[config.mk]
export PLATFORM = sky130hd
export DESIGN_NAME = adcfmt_ctrl
export DESIGN_NICKNAME = d
export VERILOG_FILES = /design/src/core/adcfmt_pkg.sv /design/src/core/adcfmt_ctrl.sv
export VERILOG_INCLUDE_DIRS = /design/src /design/src/core
export SDC_FILE = /design/constraint.sdc
export NUM_CORES = 1
export LEC_CHECK = 0
export BUFFER_PORTS_ARGS = -buffer_cell sky130_fd_sc_hd__buf_2
export CAP_MARGIN = 20
export CELL_PAD_IN_SITES_DETAIL_PLACEMENT = 0
export CELL_PAD_IN_SITES_GLOBAL_PLACEMENT = 1
export CORE_ASPECT_RATIO = 2
export CORE_MARGIN = 2
export CORE_UTILIZATION = 40
export DETAILED_ROUTE_END_ITERATION = 16
export PLACE_DENSITY_LB_ADDON = 0.1
export SKIP_CTS_REPAIR_TIMING = 1
export SLEW_MARGIN = 0
export SYNTH_ARGS = -nofsm -noshare
export SYNTH_HDL_FRONTEND = slang
export SYNTH_SLANG_ARGS = --single-unit
[constraint.sdc]
create_clock -name MCLK -period 2.9 [get_ports MCLK]
set_input_delay 0.435 -clock MCLK [delete_from_list [all_inputs] [get_ports MCLK]]
set_output_delay 0.435 -clock MCLK [all_outputs]
set_load 0.03 [all_outputs]
[src/core/adcfmt_params.svh]
// Register offsets, field positions, reset values and timing counts
`ifndef ADCFMT_PARAMS_SVH
`define ADCFMT_PARAMS_SVH

// Register offsets (byte-wide registers on the plain port)
`define ADCFMT_OFS_CTRL_MAIN 3'h0
`define ADCFMT_OFS_FMT_REF 3'h1
`define ADCFMT_OFS_RES_UPPER 3'h2
`define ADCFMT_OFS_RES_LOWER 3'h3
`define ADCFMT_OFS_IRQ_STAT 3'h4
`define ADCFMT_OFS_IRQ_MASK 3'h5

// Field positions in the main control register
`define ADCFMT_POWER_BIT 0
`define ADCFMT_GO_BIT 1
`define ADCFMT_CHAN_LSB 2
`define ADCFMT_CLKSEL_LSB 6

// Field positions in the format and reference register
`define ADCFMT_JUSTIFY_BIT 7
`define ADCFMT_NEGREF_BIT 5
`define ADCFMT_POSREF_BIT 4
`define ADCFMT_FMT_REF_MASK 8'hb0

// Interrupt status bit positions
`define ADCFMT_IRQ_DONE_BIT 0
`define ADCFMT_IRQ_MASK 8'h01

// Reset values
`define ADCFMT_CTRL_MAIN_RST 8'h00
`define ADCFMT_FMT_REF_RST 8'h00

// Conversion bit periods per conversion and after abort
`define ADCFMT_BITS_PER_CONV 5'd11
`define ADCFMT_ABORT_PERIODS 5'd2

// Clock division ratios; RC option modelled by a slow divider
`define ADCFMT_DIV_2 8'd2
`define ADCFMT_DIV_8 8'd8
`define ADCFMT_DIV_32 8'd32
`define ADCFMT_DIV_RC 8'd250

`endif

[src/core/adcfmt_pkg.sv]
// Types shared by the converter control block
package adcfmt_pkg;

    // Main control register layout
    typedef struct packed {
        logic [1:0] conv_clock_sel;
        logic [3:0] input_channel_sel;
        logic go;
        logic converter_power_on;
    } adcfmt_ctrl_t;

    // Reference and format selects as they leave the block
    typedef struct packed {
        logic result_justify_sel;
        logic neg_ref_sel;
        logic pos_ref_sel;
    } adcfmt_fmt_t;

    // Result byte pair
    typedef struct packed {
        logic [7:0] upper;
        logic [7:0] lower;
    } adcfmt_res_t;

    // Converter sequencing states
    typedef enum logic [1:0] {
        ADCFMT_IDLE,
        ADCFMT_CONV,
        ADCFMT_HOLDOFF
    } adcfmt_state_t;

endpackage

[src/core/adcfmt_ctrl.sv]
// Converter control, result formatting and reference select logic
`timescale 1ns/1ns
`default_nettype none
`include "adcfmt_params.svh"

// Operation
// Bit 7 selects right or left justification
// Bit 5 picks low-reference pin or ground
// Bit 4 picks high-reference pin or supply
// Left format: 9..2 upper, 1..0 lower top
// Right format: 9..8 upper bottom, 7..0 lower
// Bits 6 and 3..0 read zero, ignore writes
// Software acquires input before starting conversion
// Software waits after channel change, impedance sized
// Result bytes undefined at power-on, else kept
// Conversion resolves 1024 codes, half-step accuracy
// Completion clears go, sets flag, loads result
// Abort keeps previous result, no partial write
// Clock select: divide 2, 8, 32, RC
// Channel select: inputs 0-13, comparator, fixed
// Both result bytes update in one cycle
module adcfmt_ctrl
    import adcfmt_pkg::*;
(
    input wire logic MCLK, // System clock, 250 MHz
    input wire logic RST, // Asynchronous reset, active high
    input wire logic PWR_RST, // Power-on or brown-out reset cause
    input wire logic [2:0] ADDR, // Register address
    input wire logic [7:0] WDATA, // Write data
    input wire logic WR_EN, // Write strobe
    input wire logic RD_EN, // Read strobe
    output logic [7:0] RDATA, // Read data, cycle after strobe
    input wire logic [9:0] SAR_CODE, // Comparator result from analog SAR
    input wire logic TRIGGER, // Hardware start request, same domain
    output logic [3:0] CHANNEL_SEL, // Analog mux select
    output logic NEG_REF_SEL, // 1 = low-reference pin, 0 = ground
    output logic POS_REF_SEL, // 1 = high-reference pin, 0 = supply
    output logic ANALOG_EN, // Analog front end powered
    output logic SAMPLE_HOLD, // Hold capacitor disconnected, converting
    output logic BIT_STROBE, // One pulse per conversion bit period
    output logic IRQ // Level interrupt
);

    // ****************************************************************
    // Helper functions
    // ****************************************************************

    // Place a 10-bit code into the byte pair per justification
    function automatic adcfmt_res_t place_result(input logic [9:0] code,
                                                 input logic right);
        adcfmt_res_t r;
        r = '0;
        if (right)
        begin
            r.upper = {6'h00, code[9:8]};
            r.lower = code[7:0];
        end
        else
        begin
            r.upper = code[9:2];
            r.lower = {code[1:0], 6'h00};
        end
        return r;
    endfunction

    // Divider ratio for the bit period clock
    function automatic logic [7:0] div_ratio(input logic [1:0] sel);
        logic [7:0] d;
        d = `ADCFMT_DIV_2;
        case (sel)
            2'h0: d = `ADCFMT_DIV_2;
            2'h1: d = `ADCFMT_DIV_8;
            2'h2: d = `ADCFMT_DIV_32;
            default: d = `ADCFMT_DIV_RC;
        endcase
        return d;
    endfunction

    // ****************************************************************
    // State
    // ****************************************************************

    adcfmt_ctrl_t ctrl_q, ctrl_d; // Main control register
    logic [7:0] fmt_q, fmt_d; // Format and reference register
    adcfmt_res_t res_q, res_d; // Result byte pair
    logic res_valid_q, res_valid_d; // Result written since power-on
    logic [7:0] stat_q, stat_d; // Sticky interrupt status
    logic [7:0] mask_q, mask_d; // Interrupt mask
    adcfmt_state_t state_q, state_d; // Sequencer state
    logic [7:0] div_q, div_d; // Bit period divider
    logic [4:0] bits_q, bits_d; // Bit periods remaining
    logic [7:0] rdata_q, rdata_d; // Registered read data
    logic bit_tick; // End of a bit period
    logic done_evt; // Conversion completes this cycle

    // ****************************************************************
    // Sequencer
    // ****************************************************************

    // Bit period tick: divider wraps at the selected ratio
    assign bit_tick = (state_q != ADCFMT_IDLE) &&
        (div_q == div_ratio(ctrl_q.conv_clock_sel) - 8'd1);

    // Next state of sequencer and divider
    always_comb
    begin
        state_d = state_q;
        div_d = div_q;
        bits_d = bits_q;
        done_evt = 1'b0;
        case (state_q)
            ADCFMT_IDLE:
            begin
                div_d = 8'h00;
                // Start on go, only while powered
                if (ctrl_q.go && ctrl_q.converter_power_on)
                begin
                    state_d = ADCFMT_CONV;
                    bits_d = `ADCFMT_BITS_PER_CONV;
                end
            end
            ADCFMT_CONV:
            begin
                div_d = bit_tick ? 8'h00 : div_q + 8'd1;
                if (!ctrl_q.go || !ctrl_q.converter_power_on)
                begin
                    // Aborted: enforce a quiet gap before next start
                    state_d = ADCFMT_HOLDOFF;
                    div_d = 8'h00;
                    bits_d = `ADCFMT_ABORT_PERIODS;
                end
                else if (bit_tick)
                begin
                    bits_d = bits_q - 5'd1;
                    if (bits_q == 5'd1)
                    begin
                        done_evt = 1'b1;
                        state_d = ADCFMT_IDLE;
                    end
                end
            end
            ADCFMT_HOLDOFF:
            begin
                div_d = bit_tick ? 8'h00 : div_q + 8'd1;
                if (bit_tick)
                begin
                    bits_d = bits_q - 5'd1;
                    if (bits_q == 5'd1)
                    begin
                        state_d = ADCFMT_IDLE;
                    end
                end
            end
            default:
            begin
                state_d = ADCFMT_IDLE;
            end
        endcase
    end

    // Sequencer registers
    always_ff @(posedge MCLK or posedge RST)
    begin
        if (RST)
        begin
            state_q <= ADCFMT_IDLE;
            div_q <= 8'h00;
            bits_q <= 5'h00;
        end
        else
        begin
            state_q <= state_d;
            div_q <= div_d;
            bits_q <= bits_d;
        end
    end

    // ****************************************************************
    // Register file
    // ****************************************************************

    // Software writes, hardware updates; hardware set wins over clear
    always_comb
    begin
        ctrl_d = ctrl_q;
        fmt_d = fmt_q;
        res_d = res_q;
        res_valid_d = res_valid_q;
        stat_d = stat_q;
        mask_d = mask_q;
        if (WR_EN)
        begin
            case (ADDR)
                `ADCFMT_OFS_CTRL_MAIN: ctrl_d = adcfmt_ctrl_t'(WDATA);
                // Unimplemented bits are dropped on write
                `ADCFMT_OFS_FMT_REF:
                    fmt_d = WDATA & `ADCFMT_FMT_REF_MASK;
                // A software write counts as a defined result
                `ADCFMT_OFS_RES_UPPER:
                begin
                    res_d.upper = WDATA;
                    res_valid_d = 1'b1;
                end
                `ADCFMT_OFS_RES_LOWER:
                begin
                    res_d.lower = WDATA;
                    res_valid_d = 1'b1;
                end
                `ADCFMT_OFS_IRQ_STAT: stat_d = stat_q & ~WDATA;
                `ADCFMT_OFS_IRQ_MASK: mask_d = WDATA & `ADCFMT_IRQ_MASK;
                default: ;
            endcase
        end
        // Hardware trigger sets go, only while the converter is powered
        if (TRIGGER && ctrl_q.converter_power_on)
        begin
            ctrl_d.go = 1'b1;
        end
        if (done_evt)
        begin
            ctrl_d.go = 1'b0;
            stat_d[`ADCFMT_IRQ_DONE_BIT] = 1'b1;
            // Whole pair in one edge, no torn read possible
            res_d = place_result(SAR_CODE,
                fmt_q[`ADCFMT_JUSTIFY_BIT]);
            res_valid_d = 1'b1;
        end
    end

    // Control registers: cleared by every reset
    always_ff @(posedge MCLK or posedge RST)
    begin
        if (RST)
        begin
            ctrl_q <= adcfmt_ctrl_t'(`ADCFMT_CTRL_MAIN_RST);
            fmt_q <= `ADCFMT_FMT_REF_RST;
            stat_q <= 8'h00;
            mask_q <= 8'h00;
            rdata_q <= 8'h00;
        end
        else
        begin
            ctrl_q <= ctrl_d;
            fmt_q <= fmt_d;
            stat_q <= stat_d;
            mask_q <= mask_d;
            rdata_q <= rdata_d;
        end
    end

    // Result pair has no async reset so it survives warm resets;
    // power-on causes mark it undefined instead
    always_ff @(posedge MCLK)
    begin
        if (RST && PWR_RST)
        begin
            res_valid_q <= 1'b0;
        end
        else if (!RST)
        begin
            res_valid_q <= res_valid_d;
            res_q <= res_d;
        end
    end

    // ****************************************************************
    // Read port
    // ****************************************************************

    // Read data mux, registered for the cycle after the strobe
    always_comb
    begin
        rdata_d = 8'h00;
        if (RD_EN)
        begin
            case (ADDR)
                `ADCFMT_OFS_CTRL_MAIN: rdata_d = 8'(ctrl_q);
                `ADCFMT_OFS_FMT_REF:
                    rdata_d = fmt_q & `ADCFMT_FMT_REF_MASK;
                // Undefined pair reads as zero, keeps unknowns off the bus
                `ADCFMT_OFS_RES_UPPER:
                    rdata_d = res_valid_q ? res_q.upper : 8'h00;
                `ADCFMT_OFS_RES_LOWER:
                    rdata_d = res_valid_q ? res_q.lower : 8'h00;
                `ADCFMT_OFS_IRQ_STAT: rdata_d = stat_q;
                `ADCFMT_OFS_IRQ_MASK: rdata_d = mask_q;
                default: rdata_d = 8'h00;
            endcase
        end
    end

    // ****************************************************************
    // Outputs
    // ****************************************************************

    assign RDATA = rdata_q;
    assign CHANNEL_SEL = ctrl_q.input_channel_sel;
    assign NEG_REF_SEL = fmt_q[`ADCFMT_NEGREF_BIT];
    assign POS_REF_SEL = fmt_q[`ADCFMT_POSREF_BIT];
    assign ANALOG_EN = ctrl_q.converter_power_on;
    assign SAMPLE_HOLD = (state_q == ADCFMT_CONV);
    assign BIT_STROBE = bit_tick && (state_q == ADCFMT_CONV);
    assign IRQ = |(stat_q & mask_q);

endmodule
`default_nettype wire

=== Word level (Yosys, flattened, before mapping) ===
Cells that the tools add are included.

* Bitwise operators: 5
* Reductions and logical operators: 32
* Multiplexer cells: 36
* Add/sub/neg operators: 3
* Eq/ne operators: 12

{| class="wikitable"
|+ Operators by type and width
! kind !! count
|-
| $mux 8 || 7
|-
| $mux 16 || 3
|-
| $pmux 8 s3 || 2
|-
| $pmux 8 s6 || 1
|-
| $mux 5 || 3
|-
| $pmux 5 s3 || 1
|-
| $reduce_and 2->1 || 7
|-
| $mux 1 || 12
|-
| $mux 2 || 6
|-
| $reduce_bool 2->1 || 6
|-
| $reduce_bool 3->1 || 3
|-
| $add 8x1->8 const B || 1
|-
| $and 8x1->8 || 1
|-
| $and 8x8->8 || 1
|-
| $eq 8x8->1 || 1
|-
| $not 8->8 || 1
|-
| $reduce_and 4->1 || 2
|-
| $reduce_or 8->1 || 1
|-
| $sub 8x1->8 const B || 1
|-
| $eq 3x2->1 const B || 2
|-
| $eq 3x3->1 const B || 2
|-
| $pmux 2 s3 || 1
|-
| $eq 5x1->1 const B || 1
|-
| $logic_and 1x1->1 || 5
|-
| 12 further kinds || 17
|}

* Output and inout bits: 18
* Logic and storage cells: 103
* Register bits after elaboration: 60

=== Logic depth before layout (Yosys ltp) ===
Gate-level depths: netlist of the first run.

* Depth in word-level cells: 10
* Mapped depth: 8
* Depth with buffers taken out: 7

=== Worst setup path before layout of the first run ===
Ideal clock, no wire load.

* Kind: flip-flop to flip-flop
* Start point: reg ctrl_q[7] (netlist name)
* End point: reg res_q[0] (netlist name), enable pin
* Slack: 461 ps
* Period minus slack after synthesis: 2439 ps
* Buffers on the path: 1
* Stages on the path, launching flop included: 7
* Arrival time: 2064 ps
* Path through: dfrtp_1 ha_1 or4_4 a21oi_1 nand4_1 buf_2 a21oi_1

* Longest elaborated chain between the ends: 10
* Elaborated cells on any way between the ends: 13

{| class="wikitable"
|+ RTL lines
! what !! RTL line !! source
|-
| from (decl) || adcfmt_ctrl.sv:83 || <nowiki>adcfmt_ctrl_t ctrl_q, ctrl_d;</nowiki>
|-
| from (signal assigned) || adcfmt_ctrl.sv:235 || <nowiki>ctrl_q <= adcfmt_ctrl_t'(`ADCFMT_CTRL_MAIN_RST);</nowiki>
|-
| from (signal assigned) || adcfmt_ctrl.sv:243 || <nowiki>ctrl_q <= ctrl_d;</nowiki>
|-
| $eq 2x2->1 (tied with other cells) || adcfmt_ctrl.sv:70 || <nowiki>case (sel)</nowiki>
|-
| $pmux 8 s3 (*) || adcfmt_ctrl.sv:70 ||
|-
| $sub 8x1->8 (*) || adcfmt_ctrl.sv:102 || <nowiki>(div_q == div_ratio(ctrl_q.conv_clock_sel) - 8'd1);</nowiki>
|-
| $eq 8x8->1 (*) || adcfmt_ctrl.sv:102 ||
|-
| $logic_and 1x1->1 (*) || adcfmt_ctrl.sv:101 || <nowiki>assign bit_tick = (state_q != ADCFMT_IDLE) &&</nowiki>
|-
| $mux 1 (*) || adcfmt_ctrl.sv:132 || <nowiki>else if (bit_tick)</nowiki>
|-
| $mux 1 (*) || adcfmt_ctrl.sv:125 || <nowiki>if (!ctrl_q.go || !ctrl_q.converter_power_on)</nowiki>
|-
| $mux 1 (*) || adcfmt_ctrl.sv:111 || <nowiki>case (state_q)</nowiki>
|-
| $reduce_bool 2->1 (no source line) || n/a ||
|-
| $reduce_and 4->1 (no source line) (*) || n/a ||
|-
| to (signal assigned) || adcfmt_ctrl.sv:262 || <nowiki>res_q <= res_d;</nowiki>
|-
| to (decl) || adcfmt_ctrl.sv:85 || <nowiki>adcfmt_res_t res_q, res_d;</nowiki>
|}

Every way passes the cells marked *; elsewhere a longest branch is shown, timed or not.
A chain may end at the register's enable or synchronous reset.

=== Worst setup path after layout of the first run ===
* Start point: reg ctrl_q[7] (netlist name)
* End point: out BIT_STROBE

* Longest elaborated chain between the ends: 6
* Elaborated cells on any way between the ends: 8

{| class="wikitable"
|+ RTL lines
! what !! RTL line !! source
|-
| $eq 2x2->1 (tied with other cells) || adcfmt_ctrl.sv:70 ||
|-
| $pmux 8 s3 (*) || adcfmt_ctrl.sv:70 ||
|-
| $sub 8x1->8 (*) || adcfmt_ctrl.sv:102 ||
|-
| $eq 8x8->1 (*) || adcfmt_ctrl.sv:102 ||
|-
| $logic_and 1x1->1 (*) || adcfmt_ctrl.sv:101 ||
|-
| $logic_and 1x1->1 (*) || adcfmt_ctrl.sv:302 || <nowiki>assign BIT_STROBE = bit_tick && (state_q == ADCFMT_CONV);</nowiki>
|-
| to (decl) || adcfmt_ctrl.sv:40 || <nowiki>output logic BIT_STROBE,</nowiki>
|}

Marks and branches as above.

==> results.cfg, run 1 <==
[sta]
min_period_ns = 2.53
tns_ns = 0
skew_ns = 0.00564
slew_viol_final = 0
period_share_pct = 87.3
fmax_ghz = 0.395
worstMarginPinSlew_ns = 0.746
rsz0062_at_grt = false
relSlewSlack_pct = 50.0
finalSetupViolCount = 0
hold_viol = 0

[routing]
drtIter0Drc = 141
drtAntennaViolNets = 0
wl_met1_um = 2830
drt_pass1_iterations = 4
viasPerCell = 5.45
wl_per_cell_um = 17.4
wl_met3_um = 256
met2_length_um = 4500
routed_wl_um = 7820
route.detailed.drc = 0
num_vias = 2451
top_layer_used = met4

[critical_path]
reg2reg_to = res_q[15]
cp-end-kind = primary output
crit_path_end = BIT_STROBE
worstPathMaxFanout = 4
setup.worst_path.start_class = register
crit_type = register to primary output
worstPathArrival_ns = 2.10
required_ns = 2.47
crit_path_start = ctrl_q[7]
worstRegToRegCells = 7
reg2reg_slack_ns = 0.53
r2r_start = ctrl_q[7]

[cts]
path_clk_slew_ns = 0.05
cts_root_buf = clkbuf_16
cts_buffer_depth = 2
cts_tree = done
clk_latency_ns = 0.32
clock-sinks = 60
cts.htree.levels = 3
cts_buffers = 9

[grt]
antenna_found_initial = 0
grt_pass1_vias = 2551
grt_overflow = 0
grt_pass1_wl_um = 12600
grt_max_degree = 44
grt_usage_pct = 19.7

[flow_run]
max_cap_viol_count = 0

[pwr]
swShare_pct = 32.3
p_comb_share_pct = 26.1
p_per_area_nw_per_um2 = 726
p_clk_share_pct = 35.7
p_seq_share_pct = 38.2
p_sw_mw = 0.896
vdd_drop_max_mv = 0.487
p_int_mw = 1.88
p_leak_nw = 1.75

[synthesis]
synth_top_area_share_pct = 33.3
synth_flop_cell = dfrtp_1
synth_area_um2 = 3230
avgSynthCellArea_um2 = 10.6
ys_top_cells_by_area = dfrtp_1 (33%), edfxtp_1 (15%), mux2i_1 (6.2%)
syn-num-nets = 340
synthArstFlopShare_pct = 71.7
ys_seq_elements = 60
synth_warnings = 0
yosysMostFrequentCell = dfrtp_1
yosysTopAreaCell = dfrtp_1
syn_inst = 303
yosysSeqAreaShare_pct = 48.9
synth-edff-count = 16
synthTopCellsByCount = dfrtp_1 (43), nand2_1 (35), o21ai_0 (22)
synth_cell_types = 57

[placement]
place_hpwl_um = 6100
port_buffers = 44
placed_area_um2 = 3530
place_congestion = 0.832

[cells_and_area]
nets = 386
insertedDiodeCount = 0
design_area_um2 = 3820
fillers = 755
syn2layout_area_growth_pct = 18.3
drive_above_1_share_pct = 24.6

[status]
outcome = complete, no violations

[die]
dieArea_um2 = 8850
rows = 46
core_um2 = 7890
die_w_um = 67.5
die_h_um = 131
ios = 45
start_util_pct = 40.9

[min_path]
hp-class = input pin to async pin
-- cell families (layout without fill, tap and decap cells) --
group                      Yosys count  count (layout)  synth area share, %
adders and majority gates           10              10                 3.88
xor gates and xnor gates             3               3                0.814
AOI/OAI and AO/OA                   81              81                 16.9
and+or+nand+nor                     93              93                 15.9
muxes                               31              31                 10.0
DFF                                 60              60                 48.9
buffers and inverters               25              76                 3.57
-- placed cells by master, fill, tap and decap left out, types with 2 or more instances in the layout --
master,n
nor3_1,2
ha_1,10
clkbuf_1,3
edfxtp_1,16
buf_2,44
o21ai_0,22
inv_1,9
nand2b_1,4
a22o_1,5
mux2_2,11
a21o_1,4
nand2_1,35
a21oi_1,14
a21boi_0,9
o211ai_1,2
dfrtp_1,43
a211oi_1,2
xor2_1,2
nand3_1,2
and3_1,2
buf_4,6
nand4_1,5
or2_2,3
and3b_1,2
nor2_1,14
clkbuf_8,3
clkbuf_16,9
and2_1,10
nor2_4,2
o22ai_1,9
mux2i_1,20
-- metrics by stage --
step	utilization, %	std cells	power [mW]	hold slack, ns	setup WS, ns
3_3_place_gp	44.8	434	1.79	0.501	0.594
5_1_grt	48.4	450	2.93	0.352	0.272
4_1_cts	48.4	450	2.81	0.315	0.378
2_1_floorplan	-	303	1.59	0.454	0.461
6_report	48.4	450	2.77	0.299	0.369
3_5_place_dp	44.8	434	1.80	0.504	0.537
-- critical path, stage by stage (launching register included) --
cell and delay [ns]:
dfrtp_1 0.41, ha_1 0.23, or4_4 0.57, a21oi_1 0.18, and3_1 0.19, buf_2 0.20
-- flip-flops by register name, indices dropped and copies added (netlist names), 2 cells and up --
register,count
res_q,16
RDATA,8
div_q,8
stat_q,8
bits_q,5
CHANNEL_SEL,4
ctrl_q,3
fmt_q,3
state_q,2
-- power by group through the flow --
stage | Combinational (mW) | Sequential (mW) | Clock, mW
6_report | 0.724 | 1.06 | 0.989
5_1_grt | 0.799 | 1.07 | 1.05
4_1_cts | 0.734 | 1.06 | 1.01
3_5_place_dp | 0.730 | 1.07 | 0
3_3_place_gp | 0.724 | 1.07 | 0
2_1_floorplan | 0.523 | 1.06 | 0
-- routing by layer --
metal,vias up,GRT usage (%)
met4,0,9.72
met5,-,0
met3,18,4.02
li1,1206,-
met1,1176,19.4
met2,51,37.1
-- final cells by class --
| class | instances | area (um^2) | share of cell area (%) |
|---|---|---|---|
| Multi-Input combinational cell | 218 | 1540 | 40.2 |
| Inverter | 10 | 37.5 | 0.983 |
| Timing Repair Buffer | 50 | 265 | 6.95 |
| Clock inverter | 1 | 5.00 | 0.131 |
| Tap cell | 96 | 120 | 3.15 |
| Sequential cell | 60 | 1580 | 41.3 |
| Clock buffer | 15 | 278 | 7.28 |
-- worst min path at each step --
stage | start | endpoint | slack (ns) | cells past startpoint
2_1_floorplan | stat_q[0] | stat_q[0] | 0.45 | 2
3_3_place_gp | mask_q[0] | mask_q[0] | 0.50 | 1
3_5_place_dp | mask_q[0] | mask_q[0] | 0.50 | 1
4_1_cts | RST | ANALOG_EN | 0.31 | 3
5_1_grt | WDATA[6] | stat_q[6] | 0.35 | 2
6_report | RST | fmt_q[7] | 0.30 | 3
(Power assumes the default switching activity.)
==> inputs of run 2 (changes only) <==
--- a/config.mk
+++ b/config.mk
@@ -12,7 +12,7 @@
 export CELL_PAD_IN_SITES_GLOBAL_PLACEMENT = 1
 export CORE_ASPECT_RATIO = 2
 export CORE_MARGIN = 2
-export CORE_UTILIZATION = 40
+export CORE_UTILIZATION = 45
 export DETAILED_ROUTE_END_ITERATION = 16
 export PLACE_DENSITY_LB_ADDON = 0.1
 export SKIP_CTS_REPAIR_TIMING = 1
==> run 2 against run 1 <==
Design area up 0.59%. Die area shrank 11%. Cell count fell by 1.3%. Core utilization grew 6.9 points. Clock skew about the same. Non-clock buffer count did not move. Power grew 3.7%. Sequential cell count did not move. Via count up 2.9%.
==> results.cfg, run 2 (synthesized netlist as in run 1, its figures left out) <==
[routing]
drtIter0Drc = 184
routed_wl_um = 7550
drtAntennaViolNets = 0
drt_pass1_iterations = 4
viasPerCell = 5.68
wl_per_cell_um = 17.0
num_vias = 2523
route.detailed.drc = 0

[critical_path]
reg2reg_slack_ns = 0.50
worstPathMaxFanout = 4
path_cells = ha_1 -> or4_4 -> a21oi_1 -> and3_1 -> buf_2
cp-end-kind = primary output
r2r_start = ctrl_q[7]
required_ns = 2.47
crit_path_start = ctrl_q[7]
worstPathArrival_ns = 2.08
crit_path_end = BIT_STROBE
crit_type = register to primary output
crit_slowest_cell = or4_4
cp_slowest_stage_delay_ns = 0.57
worstRegToRegCells = 7
reg2reg_to = res_q[11]
setup.worst_path.start_class = register

[grt]
grt_max_degree = 31
grt_overflow = 0
grt_pass1_vias = 2539
antenna_found_initial = 0
grt_pass1_wl_um = 12400
grt_usage_pct = 21.1

[placement]
dp_slack_ns = 0.531
place_hpwl_um = 5820
placed_area_um2 = 3530
dp_cells = 428
port_buffers = 44
place_congestion = 0.809

[pwr]
vdd_drop_max_mv = 0.411
power_mw = 2.88
p_per_area_nw_per_um2 = 749
p_leak_nw = 1.76

[cells_and_area]
final_util_pct = 55.3
stdcell_count = 444
nets = 386
final_cell_mix = buf_2 (44), dfrtp_1 (43), nand2_1 (35), o21ai_0 (22), mux2i_1 (20)
insertedDiodeCount = 0
design_area_um2 = 3840
syn2layout_area_growth_pct = 19.0
largest-register = res_q
largest_register_ffs = 16
mostFrequentLayoutCell = buf_2
fillers = 626
drive_above_1_share_pct = 25.1

[die]
core_um2 = 6940
die_w_um = 63.9
rows = 43
ios = 45
die_h_um = 124
dieArea_um2 = 7910
start_util_pct = 46.5

[cts]
cts_buffers = 9
cts_root_buf = clkbuf_16
cts_tree = done
clock-sinks = 60
cts.htree.levels = 3
path_clk_slew_ns = 0.05
clk_latency_ns = 0.32
cts_buffer_depth = 2

[sta]
worstMarginPinSlew_ns = 0.746
slew_viol_final = 0
finalSetupViolCount = 0
relSlewSlack_pct = 50.0
min_period_ns = 2.52
skew_ns = 0.00560
tns_ns = 0
period_share_pct = 86.8
setup_slack_ns = 0.382
whs_ns = 0.0876
fmax_ghz = 0.397
hold_viol = 0
rsz0062_at_grt = false

[min_path]
hp-class = input pin to async pin

[flow_run]
max_cap_viol_count = 0

[status]
outcome = complete, no violations
## run 2: changes by cell type in the layout (fill, tap and decap cells not counted)
cell | previous run | this run
clkbuf_8 | 3 | 1
clkbuf_16 | 9 | 10
clkinv_2 | 1 | 3
clkbuf_1 | 3 | 1
bufinv_16 | 0 | 1
## run 2: how the worst min path moves through the flow
| stage | to | slack [ns] | start |
|---|---|---|---|
| finish | fmt_q[7] | 0.09 | RST |
| global route | fmt_q[7] | 0.11 | RST |
| CTS | fmt_q[7] | 0.08 | RST |
| detailed placement | fmt_q[7] | 0.43 | RST |
| global placement | fmt_q[7] | 0.44 | RST |
| floorplan | stat_q[0] | 0.45 | stat_q[0] |
## run 2: power breakdown
part           total (mW)  switching [mW]  internal, mW
sequential           1.06           0.108         0.955
clock                1.09           0.354         0.735
combinational       0.725           0.449         0.276
total                2.88           0.911          1.97
## run 2: layout make-up
type	instances	area, um^2	area share, %
flip-flops and latches	60	1580	41.1
well taps	90	113	2.93
inverters	10	37.5	0.978
clock buffers	12	268	6.97
repair buffers	50	265	6.91
clock inverters	4	45.0	1.17
multi-input cells	218	1540	40.0
## run 2: worst max-delay path, delay by kind of cell (launching register included)
kind / cells / cell delay (ns)
AOI/OAI and AO/OA: 1 / 0.17
and+or+nand+nor: 2 / 0.76
adders and majority gates: 1 / 0.24
DFF: 1 / 0.41
buffers and inverters: 1 / 0.19
## run 2: metal layers
layer | global-route usage [%] | part of all wire [%]
met5 | 0 | 0
met3 | 3.43 | 3.2
met1 | 20.8 | 37
met2 | 38.7 | 55
met4 | 15.8 | 4.8
==> inputs of run 3 (changes only) <==
--- a/config.mk
+++ b/config.mk
@@ -10,10 +10,10 @@
 export CAP_MARGIN = 20
 export CELL_PAD_IN_SITES_DETAIL_PLACEMENT = 0
 export CELL_PAD_IN_SITES_GLOBAL_PLACEMENT = 1
-export CORE_ASPECT_RATIO = 2
 export CORE_MARGIN = 2
-export CORE_UTILIZATION = 45
+export CORE_UTILIZATION = 48
 export DETAILED_ROUTE_END_ITERATION = 16
+export MAX_ROUTING_LAYER = met4
 export PLACE_DENSITY_LB_ADDON = 0.1
 export SKIP_CTS_REPAIR_TIMING = 1
 export SLEW_MARGIN = 0
==> constraint.sdc (replaced) <==
create_clock -name MCLK -period 3 [get_ports MCLK]
set_input_delay 0.45 -clock MCLK [delete_from_list [all_inputs] [get_ports MCLK]]
set_output_delay 0.45 -clock MCLK [all_outputs]
set_load 0.03 [all_outputs]
==> run 3 against run 2 <==
Power decreased by 16%. Setup slack improved by 0.088 ns. Core utilization up 2.2 points. Critical path depth stayed put. Sequential power fell by 4%. Highest routed layer unchanged.
==> results.cfg, run 3 (synthesized netlist as in run 1, its figures left out) <==
[pwr]
p_leak_nw = 1.69
power_mw = 2.43
vdd_drop_max_mv = 0.374
p_per_area_nw_per_um2 = 657

[status]
outcome = complete, no violations

[grt]
grt_pass1_vias = 2312
grt_pass1_wl_um = 11400
antenna_found_initial = 0
grt_usage_pct = 20.8
grt_overflow = 0
grt_max_degree = 44

[cells_and_area]
nets = 384
stdcell_count = 429
drive_above_1_share_pct = 24.4
largest-register = res_q
largest_register_ffs = 16
syn2layout_area_growth_pct = 14.5
insertedDiodeCount = 0
mostFrequentLayoutCell = buf_2
final_cell_mix = buf_2 (44), dfrtp_1 (43), nand2_1 (35), o21ai_0 (22), mux2i_1 (20)

[die]
ios = 45
core_um2 = 6420
start_util_pct = 50.2
dieArea_um2 = 7390
die_w_um = 86.0
die_h_um = 86.0
rows = 29

[sta]
min_period_ns = 2.53
worstMarginPinSlew_ns = 0.737
fmax_ghz = 0.395
finalSetupViolCount = 0
rsz0062_at_grt = false
period_share_pct = 84.3
hold_viol = 0
whs_ns = 0.284
relSlewSlack_pct = 50.7
setup_slack_ns = 0.470
skew_ns = 0.0116
tns_ns = 0
slew_viol_final = 0

[placement]
place_congestion = 0.823
place_hpwl_um = 4990
dp_slack_ns = 0.603
dp_cells = 413
port_buffers = 44

[min_path]
hp-class = input pin to async pin

[routing]
drtAntennaViolNets = 0
wl_per_cell_um = 16.1
route.detailed.drc = 0
drtIter0Drc = 136
num_vias = 2429
viasPerCell = 5.66
routed_wl_um = 6890
drt_pass1_iterations = 4

[cts]
cts_tree = done
clk_latency_ns = 0.34
cts_buffers = 9
cts.htree.levels = 3
path_clk_slew_ns = 0.08
cts_buffer_depth = 2
cts_root_buf = clkbuf_8
clock-sinks = 60

[critical_path]
cp-end-kind = primary output
setup.worst_path.start_class = register
worstPathArrival_ns = 2.08
worstPathMaxFanout = 4
crit_type = register to primary output
required_ns = 2.55
reg2reg_slack_ns = 0.61

[flow_run]
max_cap_viol_count = 0
run 3: changes by cell type in the layout (fill, tap and decap cells not counted):
cell        previous run  this run
clkbuf_1               1         0
clkbuf_16             10         0
clkinv_1               0         2
inv_6                  0         1
buf_4                  6         4
clkinvlp_4             0         2
inv_2                  1         0
clkbuf_8               1        10
clkinv_2               3         1
run 3: area by class of cell:
class / instances / area, um^2
clock buffers: 10 / 138
clock inverters: 6 / 62.6
fillers: 544 / 2730
inverters: 10 / 37.5
multi-input cells: 218 / 1540
flip-flops and latches: 60 / 1580
well taps: 77 / 96.3
repair buffers: 48 / 250
run 3: power breakdown:
group          leakage (nW)  switching (mW)  internal [mW]
Clock                0.0963           0.337          0.404
Combinational         0.878           0.410          0.260
Sequential            0.714          0.0967          0.921
Total                  1.69           0.843           1.59
run 3: per-stage QoR:
| step | util (%) | cell area [um^2] |
|---|---|---|
| after global placement | 54.4 | 3500 |
| after global routing | 57.5 | 3700 |
| final | 57.5 | 3700 |
| after CTS | 57.5 | 3700 |
| after floorplan | - | 3230 |
| after detailed placement | 54.4 | 3500 |
run 3: path summary, 6_finish.rpt:
kind | depth (start not counted) | endpoint | from
max | 5 | BIT_STROBE | ctrl_q[6]
min | 3 | div_q[4] | RST
max reg2reg | 7 | res_q[12] | ctrl_q[6]
min reg2reg | 2 | stat_q[0] | stat_q[0]
max in group asynchronous | 3 | CHANNEL_SEL[2] | RST
min in group MCLK | 2 | stat_q[2] | WDATA[2]
run 3: layer usage:
layer,share of wire [%],wire length [um],global-route usage (%),up-vias
met1,51,3540,30.1,1150
met4,1.6,111,8.66,0
met2,42,2900,29.0,67
met3,4.8,333,2.98,11
li1,-,-,-,1201
met5,0,0,-,-
run 3: worst max-delay path: stages (launching register included):
cell and delay, ns:
dfrtp_1 0.39, ha_1 0.24, or4_4 0.56, a21oi_1 0.18
and3_1 0.18, buf_2 0.19
